$ cat src/design/carrier_pkg.sv
// Constants, bus bundles and reset values for the carrier decode block.
// Assumes a 10 MHz local clock and at most four 16-bit IP slots.
package carrier_pkg;

   // ****************************************
   // Address modifiers and decode layout
   // ****************************************
   localparam logic [5:0] AM_SIO_USER = 6'h29;
   localparam logic [5:0] AM_SIO_SUP  = 6'h2d;
   localparam logic [5:0] AM_STD_USER = 6'h39;
   localparam logic [5:0] AM_STD_SUP  = 6'h3d;
   localparam logic [9:0] STATUS_OFF  = 10'h000;
   localparam logic [9:0] CLEAR_OFF   = 10'h002;
   localparam logic [9:0] IO_LO       = 10'h100;
   localparam logic [9:0] ID_LO       = 10'h300;
   localparam logic [7:0] ID_UPPER    = 8'hff;
   localparam int         NSLOT       = 4;
   localparam int         NREQ        = 8;

   // ****************************************
   // Timing
   // ****************************************
   localparam int unsigned CLK_MHZ     = 10;
   localparam int unsigned LED_TIME_US = 100000;
   localparam int unsigned LED_CYCLES  = LED_TIME_US * CLK_MHZ;

   // ****************************************
   // Bundles
   // ****************************************
   typedef struct packed {
      logic [23:1] addr;
      logic [5:0]  am;
      logic        as_n;
      logic [1:0]  ds_n;
      logic        write_n;
      logic        iack_n;
      logic        iackin_n;
      logic [15:0] data;
   } vme_in_t;

   typedef struct packed {
      logic [15:0] data;
      logic        data_oe;
      logic        dtack_oe;
      logic        iackout_n;
   } vme_out_t;

   typedef struct packed {
      logic [3:0]  ack_n;
      logic [7:0]  intreq_n;
      logic [15:0] rdata;
   } ip_in_t;

   typedef struct packed {
      logic [3:0]  io_sel_n;
      logic [3:0]  id_sel_n;
      logic [3:0]  mem_sel_n;
      logic [3:0]  ip_interrupt_select_n;
      logic [22:1] addr;
      logic [1:0]  byte_n;
      logic        write_n;
      logic [15:0] wdata;
   } ip_out_t;

   typedef struct packed {
      logic [15:10]   sio_base;
      logic           mem_enable;
      logic [2:0]     irq_level;
      logic [3:0][3:0] mem_base;
      logic [3:0][1:0] mem_size;
   } cfg_t;

   localparam vme_in_t  VME_IN_IDLE  = '1;
   localparam vme_out_t VME_OUT_IDLE = '{data: 16'h0000, data_oe: 1'b0, dtack_oe: 1'b0,
                                         iackout_n: 1'b1};
   localparam ip_out_t  IP_OUT_IDLE  = '{io_sel_n: 4'hf, id_sel_n: 4'hf, mem_sel_n: 4'hf,
                                         ip_interrupt_select_n: 4'hf, addr: 22'h000000,
                                         byte_n: 2'h3, write_n: 1'b1, wdata: 16'h0000};

endpackage

$ cat src/design/vme_ip_carrier_slave_decode.sv
// Slave decode, interrupter and activity stretchers of an IP carrier.
// Assumes VME and IP pins arrive asynchronous; cfg comes from local logic.

module vme_ip_carrier_slave_decode #(
   parameter int unsigned led_cycles = carrier_pkg::LED_CYCLES
) (
   input  wire logic                 sys_clk,
   input  wire logic                 rst,
   input  carrier_pkg::vme_in_t      vme_in,
   output carrier_pkg::vme_out_t     vme_out,
   output logic [7:1]                irq_oe,
   input  carrier_pkg::ip_in_t       ip_in,
   output carrier_pkg::ip_out_t      ip_out,
   input  carrier_pkg::cfg_t         cfg,
   output logic [3:0]                led
);

   typedef enum logic [1:0] {
      ST_IDLE = 2'b00,
      ST_WAIT = 2'b01,
      ST_HOLD = 2'b10
   } state_t;

   // ****************************************
   // Functions
   // ****************************************
   function automatic logic [2:0] first_req(input logic [7:0] req);
      logic [2:0] w;
      w = 3'h0;
      for (int k = carrier_pkg::NREQ - 1; k >= 0; k--)
      begin
         if (req[k])
            w = 3'(k);
      end
      return w;
   endfunction

   function automatic logic [3:0] size_mask(input logic [1:0] size);
      return 4'((4'h1 << size) - 4'h1);
   endfunction

   // ****************************************
   // Input synchronisers
   // ****************************************
   carrier_pkg::vme_in_t v_meta;
   carrier_pkg::vme_in_t v;
   carrier_pkg::ip_in_t  i_meta;
   carrier_pkg::ip_in_t  ip;

   always_ff @(posedge sys_clk or posedge rst)
   begin
      if (rst)
      begin
         v_meta <= carrier_pkg::VME_IN_IDLE;
         v      <= carrier_pkg::VME_IN_IDLE;
         i_meta <= '1;
         ip     <= '1;
      end
      else
      begin
         v_meta <= vme_in;
         v      <= v_meta;
         i_meta <= ip_in;
         ip     <= i_meta;
      end
   end

   // ****************************************
   // Address decode
   // ****************************************
   logic [9:0] off;
   logic [9:0] io_idx;
   logic       am_sio;
   logic       am_std;
   logic       sio_hit;
   logic       mem_hit;
   logic [1:0] mem_slot;
   logic [3:0] mem_mask;
   logic [7:0] req;
   logic [2:0] winner;

   always_comb
   begin
      off     = {v.addr[9:1], 1'b0};
      io_idx  = off - carrier_pkg::IO_LO;
      am_sio  = (v.am == carrier_pkg::AM_SIO_USER) || (v.am == carrier_pkg::AM_SIO_SUP);
      am_std  = (v.am == carrier_pkg::AM_STD_USER) || (v.am == carrier_pkg::AM_STD_SUP);
      sio_hit = am_sio && (v.addr[15:10] == cfg.sio_base);
      mem_hit  = 1'b0;
      mem_slot = 2'h0;
      mem_mask = 4'h0;
      for (int s = carrier_pkg::NSLOT - 1; s >= 0; s--)
      begin
         if (((v.addr[23:20] ^ cfg.mem_base[s]) & ~size_mask(cfg.mem_size[s])) == 4'h0)
         begin
            mem_hit  = 1'b1;
            mem_slot = 2'(s);
            mem_mask = size_mask(cfg.mem_size[s]);
         end
      end
      req    = ~ip.intreq_n;
      winner = first_req(req);
   end

   // ****************************************
   // Carrier interrupt pending
   // ****************************************
   logic [7:0] req_q;
   logic       pending;
   logic       touch;

   always_ff @(posedge sys_clk or posedge rst)
   begin
      if (rst)
      begin
         req_q   <= 8'h00;
         pending <= 1'b0;
      end
      else
      begin
         req_q   <= req;
         pending <= (|(req & ~req_q)) | (pending & ~touch);
      end
   end

   always_ff @(posedge sys_clk or posedge rst)
   begin
      if (rst)
         irq_oe <= 7'h00;
      else
      begin
         for (int k = 1; k <= 7; k++)
            irq_oe[k] <= pending && (cfg.irq_level == 3'(k));
      end
   end

   // ****************************************
   // Cycle sequencer
   // ****************************************
   state_t     state;
   logic [1:0] slot;
   logic       is_id;
   logic [3:0] led_kick;
   logic       bus_cycle;

   assign bus_cycle = !v.as_n && (v.ds_n != 2'b11);

   always_ff @(posedge sys_clk or posedge rst)
   begin
      if (rst)
      begin
         state    <= ST_IDLE;
         slot     <= 2'h0;
         is_id    <= 1'b0;
         touch    <= 1'b0;
         led_kick <= 4'h0;
         vme_out  <= carrier_pkg::VME_OUT_IDLE;
         ip_out   <= carrier_pkg::IP_OUT_IDLE;
      end
      else
      begin
         touch    <= 1'b0;
         led_kick <= 4'h0;
         unique case (state)
            ST_IDLE:
            begin
               if (bus_cycle)
               begin
                  ip_out.byte_n  <= v.ds_n;
                  ip_out.write_n <= v.write_n;
                  ip_out.wdata   <= v.data;
                  is_id          <= 1'b0;
                  if (!v.iack_n)
                  begin
                     if (!v.iackin_n)
                     begin
                        if (pending && (cfg.irq_level != 3'h0)
                            && (v.addr[3:1] == cfg.irq_level))
                        begin
                           slot <= winner[2:1];
                           ip_out.ip_interrupt_select_n[winner[2:1]] <= 1'b0;
                           ip_out.addr <= {21'h00000, winner[0]};
                           state <= ST_WAIT;
                        end
                        else
                        begin
                           vme_out.iackout_n <= 1'b0;
                           state <= ST_HOLD;
                        end
                     end
                  end
                  else if (sio_hit)
                  begin
                     if (off < carrier_pkg::IO_LO)
                     begin
                        touch <= (off == carrier_pkg::CLEAR_OFF);
                        vme_out.data <= (off == carrier_pkg::STATUS_OFF)
                                        ? {7'h00, pending, req} : 16'h0000;
                        vme_out.data_oe  <= v.write_n;
                        vme_out.dtack_oe <= 1'b1;
                        state <= ST_HOLD;
                     end
                     else if (off < carrier_pkg::ID_LO)
                     begin
                        slot <= io_idx[8:7];
                        ip_out.io_sel_n[io_idx[8:7]] <= 1'b0;
                        ip_out.addr <= {16'h0000, off[6:1]};
                        state <= ST_WAIT;
                     end
                     else
                     begin
                        slot  <= off[7:6];
                        is_id <= 1'b1;
                        ip_out.id_sel_n[off[7:6]] <= 1'b0;
                        ip_out.addr <= {17'h00000, off[5:1]};
                        state <= ST_WAIT;
                     end
                  end
                  else if (am_std && cfg.mem_enable && mem_hit)
                  begin
                     slot <= mem_slot;
                     ip_out.mem_sel_n[mem_slot] <= 1'b0;
                     ip_out.addr <= {v.addr[22:20] & mem_mask[2:0], v.addr[19:1]};
                     state <= ST_WAIT;
                  end
                  else
                     state <= ST_HOLD;
               end
            end
            ST_WAIT:
            begin
               if (v.as_n)
               begin
                  ip_out <= carrier_pkg::IP_OUT_IDLE;
                  state  <= ST_IDLE;
               end
               else if (!ip.ack_n[slot])
               begin
                  vme_out.data <= is_id ? {carrier_pkg::ID_UPPER, ip.rdata[7:0]}
                                        : ip.rdata;
                  vme_out.data_oe  <= ip_out.write_n;
                  vme_out.dtack_oe <= 1'b1;
                  led_kick[slot]   <= 1'b1;
                  ip_out <= carrier_pkg::IP_OUT_IDLE;
                  state  <= ST_HOLD;
               end
            end
            ST_HOLD:
            begin
               if (v.as_n && (v.ds_n == 2'b11))
               begin
                  vme_out <= carrier_pkg::VME_OUT_IDLE;
                  state   <= ST_IDLE;
               end
            end
            default:
               state <= ST_IDLE;
         endcase
      end
   end

   // ****************************************
   // Activity stretchers
   // ****************************************
   logic [19:0] led_cnt [4];

   always_ff @(posedge sys_clk or posedge rst)
   begin
      if (rst)
      begin
         led <= 4'h0;
         for (int s = 0; s < carrier_pkg::NSLOT; s++)
            led_cnt[s] <= 20'h00000;
      end
      else
      begin
         for (int s = 0; s < carrier_pkg::NSLOT; s++)
         begin
            if (led_kick[s])
               led_cnt[s] <= 20'(led_cycles);
            else if (led_cnt[s] != 20'h00000)
               led_cnt[s] <= led_cnt[s] - 20'h00001;
            led[s] <= led_kick[s] || (led_cnt[s] > 20'h00001);
         end
      end
   end

endmodule

$ cat config.mk
export PLATFORM = sky130hd
export DESIGN_NAME = vme_ip_carrier_slave_decode
export DESIGN_NICKNAME = d
export VERILOG_FILES = /design/src/design/carrier_pkg.sv /design/src/design/vme_ip_carrier_slave_decode.sv
export SDC_FILE = /design/constraint.sdc
export NUM_CORES = 1
export LEC_CHECK = 0
export BUFFER_PORTS_ARGS = -buffer_cell sky130_fd_sc_hd__buf_2
export CAP_MARGIN = 20
export CORE_MARGIN = 3
export CORE_UTILIZATION = 43
export CTS_BUF_LIST = sky130_fd_sc_hd__clkbuf_16
export CTS_CLUSTER_SIZE = 10
export DETAILED_ROUTE_END_ITERATION = 6
export GPL_TIMING_DRIVEN = 1
export HOLD_SLACK_MARGIN = 0.12
export PLACE_DENSITY = 0.72
export REMOVE_ABC_BUFFERS = 1
export SYNTH_ARGS = -nofsm -noshare
export SYNTH_HDL_FRONTEND = slang
export SYNTH_SLANG_ARGS = --single-unit
$ cat constraint.sdc
create_clock -name sys_clk -period 11.18 [get_ports sys_clk]
set_clock_uncertainty 0.2 [all_clocks]
set_input_delay 1.118 -clock sys_clk [delete_from_list [all_inputs] [get_ports sys_clk]]
set_output_delay 1.118 -clock sys_clk [all_outputs]
set_load 0.05 [all_outputs]
==> summary.txt, run 1 <==
Total Wirelength = 29.3 mm
HP Class = reg -> reg
Area growth syn-to-layout = 19.5%
Slew HR = 31.4%
latest clock arrival within the worst-skew pair = 540 ps
f_max = 0.240 GHz
Worst Path Required = 11,390 ps
post-synth top area share = 34.4%
Hold EP = v[8]$_DFF_PP1_
final setup fails = 0
Mapped Cells = 1,145
Syn Std Cell Area = 13,400 sq um
dpl hpwl = 20.3 mm
port buffer count = 200
Rows = 64
number of hold buffers added after cts = 0
R2R setup slack = 7190 ps
Post-synth EDFFs = 0
met1 WL = 12.5 mm
vias = 9,156
initial antenna violation count = 1
Initial Utilization = 43.8%
met3 wire len = 2.08 mm
grt ovf = 0
max layer used = met4
routed length per placed instance = 16.4 microns
CP max-delay cell = or2_1
slowest stage delay, CP = 810 ps
die height = 183 microns
first-pass GRT wire length = 47.7 mm
Final Critical Period = 4160 ps
post-CTS sizing = 0
post-CTS setup buffers = 0
peak supply drop = 0.196 mV
r2r worst-path depth = 7
outcome = complete, no violations
register area share after synthesis = 65.4%
cell area power density = 256 nW/um^2
clk sinks = 342
synth unique cells = 66
top post-synthesis cells by area = dfstp_2 34%, dfrtp_1 31%, nand2_1 3.0%
die width = 183 microns
RR Startpoint = v[27]$_DFF_PP1_
post-route ant nets = 0
1st-iter DRT viols = 482
Routability Congestion = 0.861
Least-Margin Pin Slew = 1030 ps
Ys Warns = 0
drt drc = 0
total chip power = 4100 uW
Pins Over Slew Limit = 0
Pre-antenna DRT Iters = 4
ys async rst share = 100%
RR Endpoint = ip_out[40]$_DFFE_PP0P_
H-tree depth = 2
final hold violation count = 0
Most used DFF post-synth = dfstp_2
Critical path buffers and inverters = 1
clk buf depth = 3
number of synthesized register bits = 342
Fillers = 2,630
Worst Min Path Start = v_meta[8]$_DFF_PP1_
Inserted Clock Buffers = 40
LEAKAGE = 0.00734 uW
delay-heaviest family, CP = simple AND/OR/NAND/NOR gates
dominant cell type by area after synthesis = dfstp_2
unrepaired setup endpoints after global routing = no
Vias/cell = 5.15
setup TNS = 0 ps
WP data arrival = 4380 ps
CP cell instances = buf_2 > xor2_1 > nor4_1 > and4_1 > a311o_1 > o21a_1 > or2_1 > mux2_2
fin nets = 1,485
CTS root buf = clkbuf_16
crit-path max FO = 22
Post-Syn Area per Cell = 11.7 sq um
WS Path Type = in -> reg
placeable core area = 30,700 sq um
pin count of the biggest net entering global routing = 114
met2 WL = 13.8 mm
Clock transition at path regs = 50 ps
Hold Path Depth = 0
CP endpoint kind = flop
Final period util = 37.2%
TritonCTS clock tree = yes
Tot GR Track Use = 17.5%
CP Launch Type = primary input
Max-Cap Viols = 0
Die ar. = 33,400 sq um
layout cells sized above 1 = 32.5%
vias in the first global route = 9,269
I/O pins = 202
## cell usage after synthesis, drive strengths merged, types with 3 or more instances
master / instances
or4: 13
a31oi: 3
inv: 28
o21ai: 74
o31ai: 4
nor4b: 5
and2: 6
o21a: 6
a211oi: 5
o211ai: 3
a21o: 26
or3b: 7
mux2: 4
clkbuf: 33
nor2b: 7
or3: 13
nand3b: 6
nor4: 26
o22ai: 3
nand4: 7
nand2b: 47
nand3: 22
nor3: 56
a21oi: 32
nor3b: 4
a22o: 6
nor2: 105
buf: 6
nand2: 109
a211o: 5
or2: 5
xnor2: 46
dfrtp: 166
dfstp: 176
and3: 3
xor2: 34
nand4b: 4
ha: 13
## kinds of logic after synthesis
kind of cell / share of synthesized area (%)
adder cells (fa/ha/maj): 1.21
AO/OA/AOI/OAI: 8.90
AND/OR/NAND/NOR: 16.8
multiplexers: 0.531
XOR/XNOR: 5.22
flip-flops: 65.4
buffers and inverters: 1.99
## registers in the layout, summed over array words and instances, names as in the netlist
name and flops:
led_cnt 80, ip_out 57, v_meta 50, v 41, i_meta 28, ip 28, vme_out 19, off 9
req_q 8, irq_oe 7, led 4, led_kick 4, slot 2, state 2, is_id 1, pending 1
touch 1
## stage by stage
stage | utilization, % | setup WS (ps) | hold WS [ps] | cell area (sq um) | std cells
finish | 52.3 | 7020 | 147 | 16000 | 1779
detailed placement | 48.4 | 6480 | 147 | 14800 | 1709
global route | 52.3 | 6810 | 147 | 16000 | 1779
CTS | 52.2 | 7040 | 148 | 16000 | 1776
floorplan | - | 673 | 145 | 13300 | 1106
global placement | 48.4 | 6500 | 145 | 14800 | 1709
## area by class of cell
cell class	instances	area, sq um	share of cell area, %
repair buffers	209	1090	6.81
multi-input cells	735	4390	27.4
well taps	396	495	3.09
diodes	1	2.50	0.0156
flip-flops and latches	342	8780	54.7
clock buffers	40	1000	6.24
inverters	29	116	0.725
clock inverters	27	166	1.04
## routing by layer
metal	GRT usage [%]	up-vias
met4	5.88	0
met3	5.10	60
met5	0	-
met2	28.0	247
li1	-	4350
met1	23.0	4499
## how the worst max path moves through the flow
stage,from,endpoint,cells past startpoint
final,cfg[31],ip_out[40]$_DFFE_PP0P_,8
after global routing,cfg[31],ip_out[39]$_DFFE_PP0P_,8
after CTS,cfg[31],ip_out[40]$_DFFE_PP0P_,8
after detailed placement,cfg[31],ip_out[39]$_DFFE_PP0P_,8
after global placement,cfg[31],ip_out[40]$_DFFE_PP0P_,8
after floorplan,rst,ip_out[0]$_DFFE_PP0P_,1
## worst reg2reg max path, cell delays in order, from the launching register on
cell and delay [ps]:
dfstp_2 520, nand4b_1 160, nor4_1 600, and4_1 370
a311o_1 160, o21a_1 650, or2_1 810, mux2_2 410
## placed cells by master (no fill, tap or decap), types with 22 or more instances in the layout
master,instances
nand2_1,109
inv_1,49
dfrtp_1,166
xnor2_1,46
nor4_1,26
a21o_1,26
a21oi_1,32
xor2_1,34
nand2b_1,47
clkbuf_16,40
nor3_1,55
nor2_1,105
o21ai_0,74
buf_2,200
dfstp_2,176
nand3_1,22
## report_power, final
| group | internal, uW | total [uW] | switching, uW |
|---|---|---|---|
| Sequential | 1560 | 1780 | 224 |
| Combinational | 371 | 1180 | 809 |
| Clock | 650 | 1140 | 488 |
Note: power is estimated with default switching activity, not from simulation.
==> run 2, diff against run 1 <==
- ABC_AREA: not set -> 1
- clock period: 11.18 -> 3.6 ns (I/O delays scaled with it)
==> summary.txt, run 2 <==
outcome = complete, no violations (unchanged)
Mapped Cells = 1,523 (was 1,145)
Post-Syn Area per Cell = 9.37 sq um (was 11.7 sq um)
CP Launch Type = flop (was primary input)
first-pass GRT wire length = 56.2 mm (was 47.7 mm)
Inserted Clock Buffers = 41 (was 40)
Antenna diodes = 0 (was 1)
Final period util = 77.3%
layout cells sized above 1 = 25.1% (was 32.5%)
Crit. Startpoint = v[25]$_DFF_PP1_ (was cfg[31])
Routability Congestion = 0.872 (was 0.861)
r2r worst-path depth = 13 (was 7)
fin util = 54.6% (was 52.3%)
Area growth syn-to-layout = 24.8% (was 19.5%)
Final Critical Period = 2780 ps
vias in the first global route = 11.4k (was 9,269)
WS Path Type = reg -> reg (was in -> reg)
final hold violation count = 0 (unchanged)
Least-Margin Pin Slew = 613 ps (was 1030 ps)
number of synthesized register bits = 342 (unchanged)
unrepaired setup endpoints after global routing = no (unchanged)
Critical Path End = ip_out[19]$_DFFE_PP0P_ (was ip_out[40]$_DFFE_PP0P_)
fin nets = 1,956 (was 1,485)
total chip power = 14,100 uW (was 4100 uW)
Post-Synth Adder-Cell Area = 1.14% (was 1.21%)
CTS root buf = clkbuf_16 (unchanged)
LEAKAGE = 0.00879 uW (was 0.00734 uW)
Clock transition at path regs = 60 ps (was 50 ps)
I/O pins = 202 (unchanged)
Rows = 66 (was 64)
Slew HR = 59.0% (was 31.4%)
RR Startpoint = v[25]$_DFF_PP1_ (was v[27]$_DFF_PP1_)
Vias/cell = 4.90 (was 5.15)
dpl hpwl = 22.9 mm (was 20.3 mm)
Worst Path Required = 3820 ps (was 11,390 ps)
R2R setup slack = 820 ps (was 7190 ps)
RR Endpoint = ip_out[19]$_DFFE_PP0P_ (was ip_out[40]$_DFFE_PP0P_)
post-synth top area share = 32.4% (was 34.4%)
f_max = 0.360 GHz
Post-synth top cells = 301 x nand2_1, 216 x inv_1, 176 x dfstp_2 (was 176 x dfstp_2, 166 x dfrtp_1, 109 x nand2_1)
crit-path max FO = 23 (was 22)
Syn Std Cell Area = 14,300 sq um (was 13,400 sq um)
largest registers = led_cnt (80), ip_out (57), v_meta (50) (unchanged)
HP Class = reg -> reg (unchanged)
top post-synthesis cells by area = dfstp_2 32%, dfrtp_1 29%, nand2_1 7.9% (was dfstp_2 34%, dfrtp_1 31%, nand2_1 3.0%)
final setup fails = 0 (unchanged)
Fillers = 2,812 (was 2,630)
die width = 188 microns (was 183 microns)
most frequent cells in the layout = 301 x nand2_1, 241 x inv_1, 200 x buf_2 (was 200 x buf_2, 176 x dfstp_2, 166 x dfrtp_1)
TritonCTS clock tree = yes (unchanged)
Min Hold Slack = 146 ps (was 147 ps)
pin count of the biggest net entering global routing = 99 (was 114)
synth unique cells = 46 (was 66)
initial antenna violation count = 0 (was 1)
post-CTS setup buffers = 0 (unchanged)
clk sinks = 342 (unchanged)
latest clock arrival within the worst-skew pair = 540 ps (about the same)
dominant cell type by area after synthesis = dfstp_2 (unchanged)
max reg flops = 80 (unchanged)
Max-Cap Viols = 0 (unchanged)
Tot GR Track Use = 19.4% (was 17.5%)
register area share after synthesis = 61.5% (was 65.4%)
Pre-antenna DRT Iters = 5 (was 4)
largest family of logic cells by synthesized area = simple AND/OR/NAND/NOR gates (unchanged)
routed length per placed instance = 14.8 microns (was 16.4 microns)
post-CTS sizing = 0 (unchanged)
1st-iter DRT viols = 535 (was 482)
Ys Warns = 0 (unchanged)
vias = 11.3k (was 9,156)
Compound-Gate Fraction of Synth Area = 8.90% (about the same)
clk buf depth = 3 (unchanged)
Most used DFF post-synth = dfstp_2 (unchanged)
most instantiated library cell after synthesis = nand2_1 (was dfstp_2)
cell area power density = 792 nW/um^2 (was 256 nW/um^2)
Post-synth EDFFs = 0 (unchanged)
placeable core area = 32,600 sq um (was 30,700 sq um)
Post-Synth Simple-Gate Area = 20.2% (was 16.8%)
ys async rst share = 100% (unchanged)
die height = 188 microns (was 183 microns)
Die ar. = 35,400 sq um (was 33,400 sq um)
post-route ant nets = 0 (unchanged)
Initial Utilization = 43.8% (about the same)
H-tree depth = 2 (unchanged)
commonest non-fill, non-tap cell in the layout = nand2_1 (was buf_2)
XOR/XNOR share of the synthesized area = 0.982% (was 5.22%)
Biggest register = led_cnt (unchanged)
grt ovf = 0 (unchanged)
peak supply drop = 0.620 mV (was 0.196 mV)
port buffer count = 200 (unchanged)
mux contribution to synthesized area = 0% (was 0.531%)
WP data arrival = 3000 ps (was 4380 ps)
drt drc = 0 (unchanged)
Total Wirelength = 34.1 mm (was 29.3 mm)
Pins Over Slew Limit = 0 (unchanged)
CP endpoint kind = flop (unchanged)
run 2: cell type report:
type / instances / area, sq um / area share, %
Sequential cell: 342 / 8780 / 49.3
Multi-Input combinational cell: 924 / 4460 / 25.0
Timing Repair Buffer: 291 / 1930 / 10.8
Clock buffer: 42 / 1050 / 5.90
Inverter: 228 / 863 / 4.84
Tap cell: 442 / 553 / 3.10
Clock inverter: 33 / 181 / 1.02
run 2: how the worst min path moves through the flow:
stage	to	slack, ps	depth (start not counted)	startpoint
after floorplan	ip[0]$_DFF_PP1_	150	0	i_meta[0]$_DFF_PP1_
after global placement	v[17]$_DFF_PP1_	150	0	v_meta[17]$_DFF_PP1_
after detailed placement	v[12]$_DFF_PP1_	150	0	v_meta[12]$_DFF_PP1_
after CTS	ip_out[39]$_DFFE_PP0P_	140	7	cfg[1]
after global routing	v[13]$_DFF_PP1_	140	0	v_meta[13]$_DFF_PP1_
final	v[38]$_DFF_PP1_	150	0	v_meta[38]$_DFF_PP1_
run 2: worst max-delay path, stage by stage, from the launching register on:
cell and delay [ps]:
dfstp_2 520, nand2_1 50, nor2_1 200, nand2_1 130, nor2_1 200, nand2_2 260
nand2_1 150, inv_1 70, nand2_2 120, nand2_2 70, nand2_4 260, nand2_4 250
nand2_1 140, nand2_1 50
run 2: logic make-up after synthesis:
family | after synthesis
adders and majority gates | 13
AOI/OAI and AO/OA | 229
xor gates and xnor gates | 16
DFF | 342
and+or+nand+nor | 666
buffers and inverters | 257
run 2: metal layers:
layer | global-route usage (%) | share of wire [%] | up-vias
met2 | 32.4 | 48 | 317
li1 | - | - | 5510
met4 | 6.55 | 2.9 | 0
met5 | 0 | 0 | -
met3 | 5.17 | 7.4 | 76
met1 | 24.5 | 42 | 5381
run 2: what timing repair did:
item / in CTS / in global routing
hold buffers: 84 / 0
setup endpoints to repair: 0 / 0
endpoints found under the hold margin: 148 / 0
run 2: power by group:
group / switching [uW] / internal, uW
registers: 651 / 4870
clock network: 1540 / 2180
logic: 3540 / 1330
total: 5730 / 8390
run 2: per-stage QoR:
| stage | TNS (ps) | worst slack [ps] | std cells | area (sq um) |
|---|---|---|---|---|
| 5_1_grt | 0 | 558 | 2302 | 17800 |
| 3_5_place_dp | 0 | 819 | 2143 | 15700 |
| 3_3_place_gp | 0 | 908 | 2143 | 15700 |
| 2_1_floorplan | -1638330 | -6150 | 1494 | 14100 |
| 4_1_cts | 0 | 802 | 2302 | 17800 |
| 6_report | 0 | 819 | 2302 | 17800 |
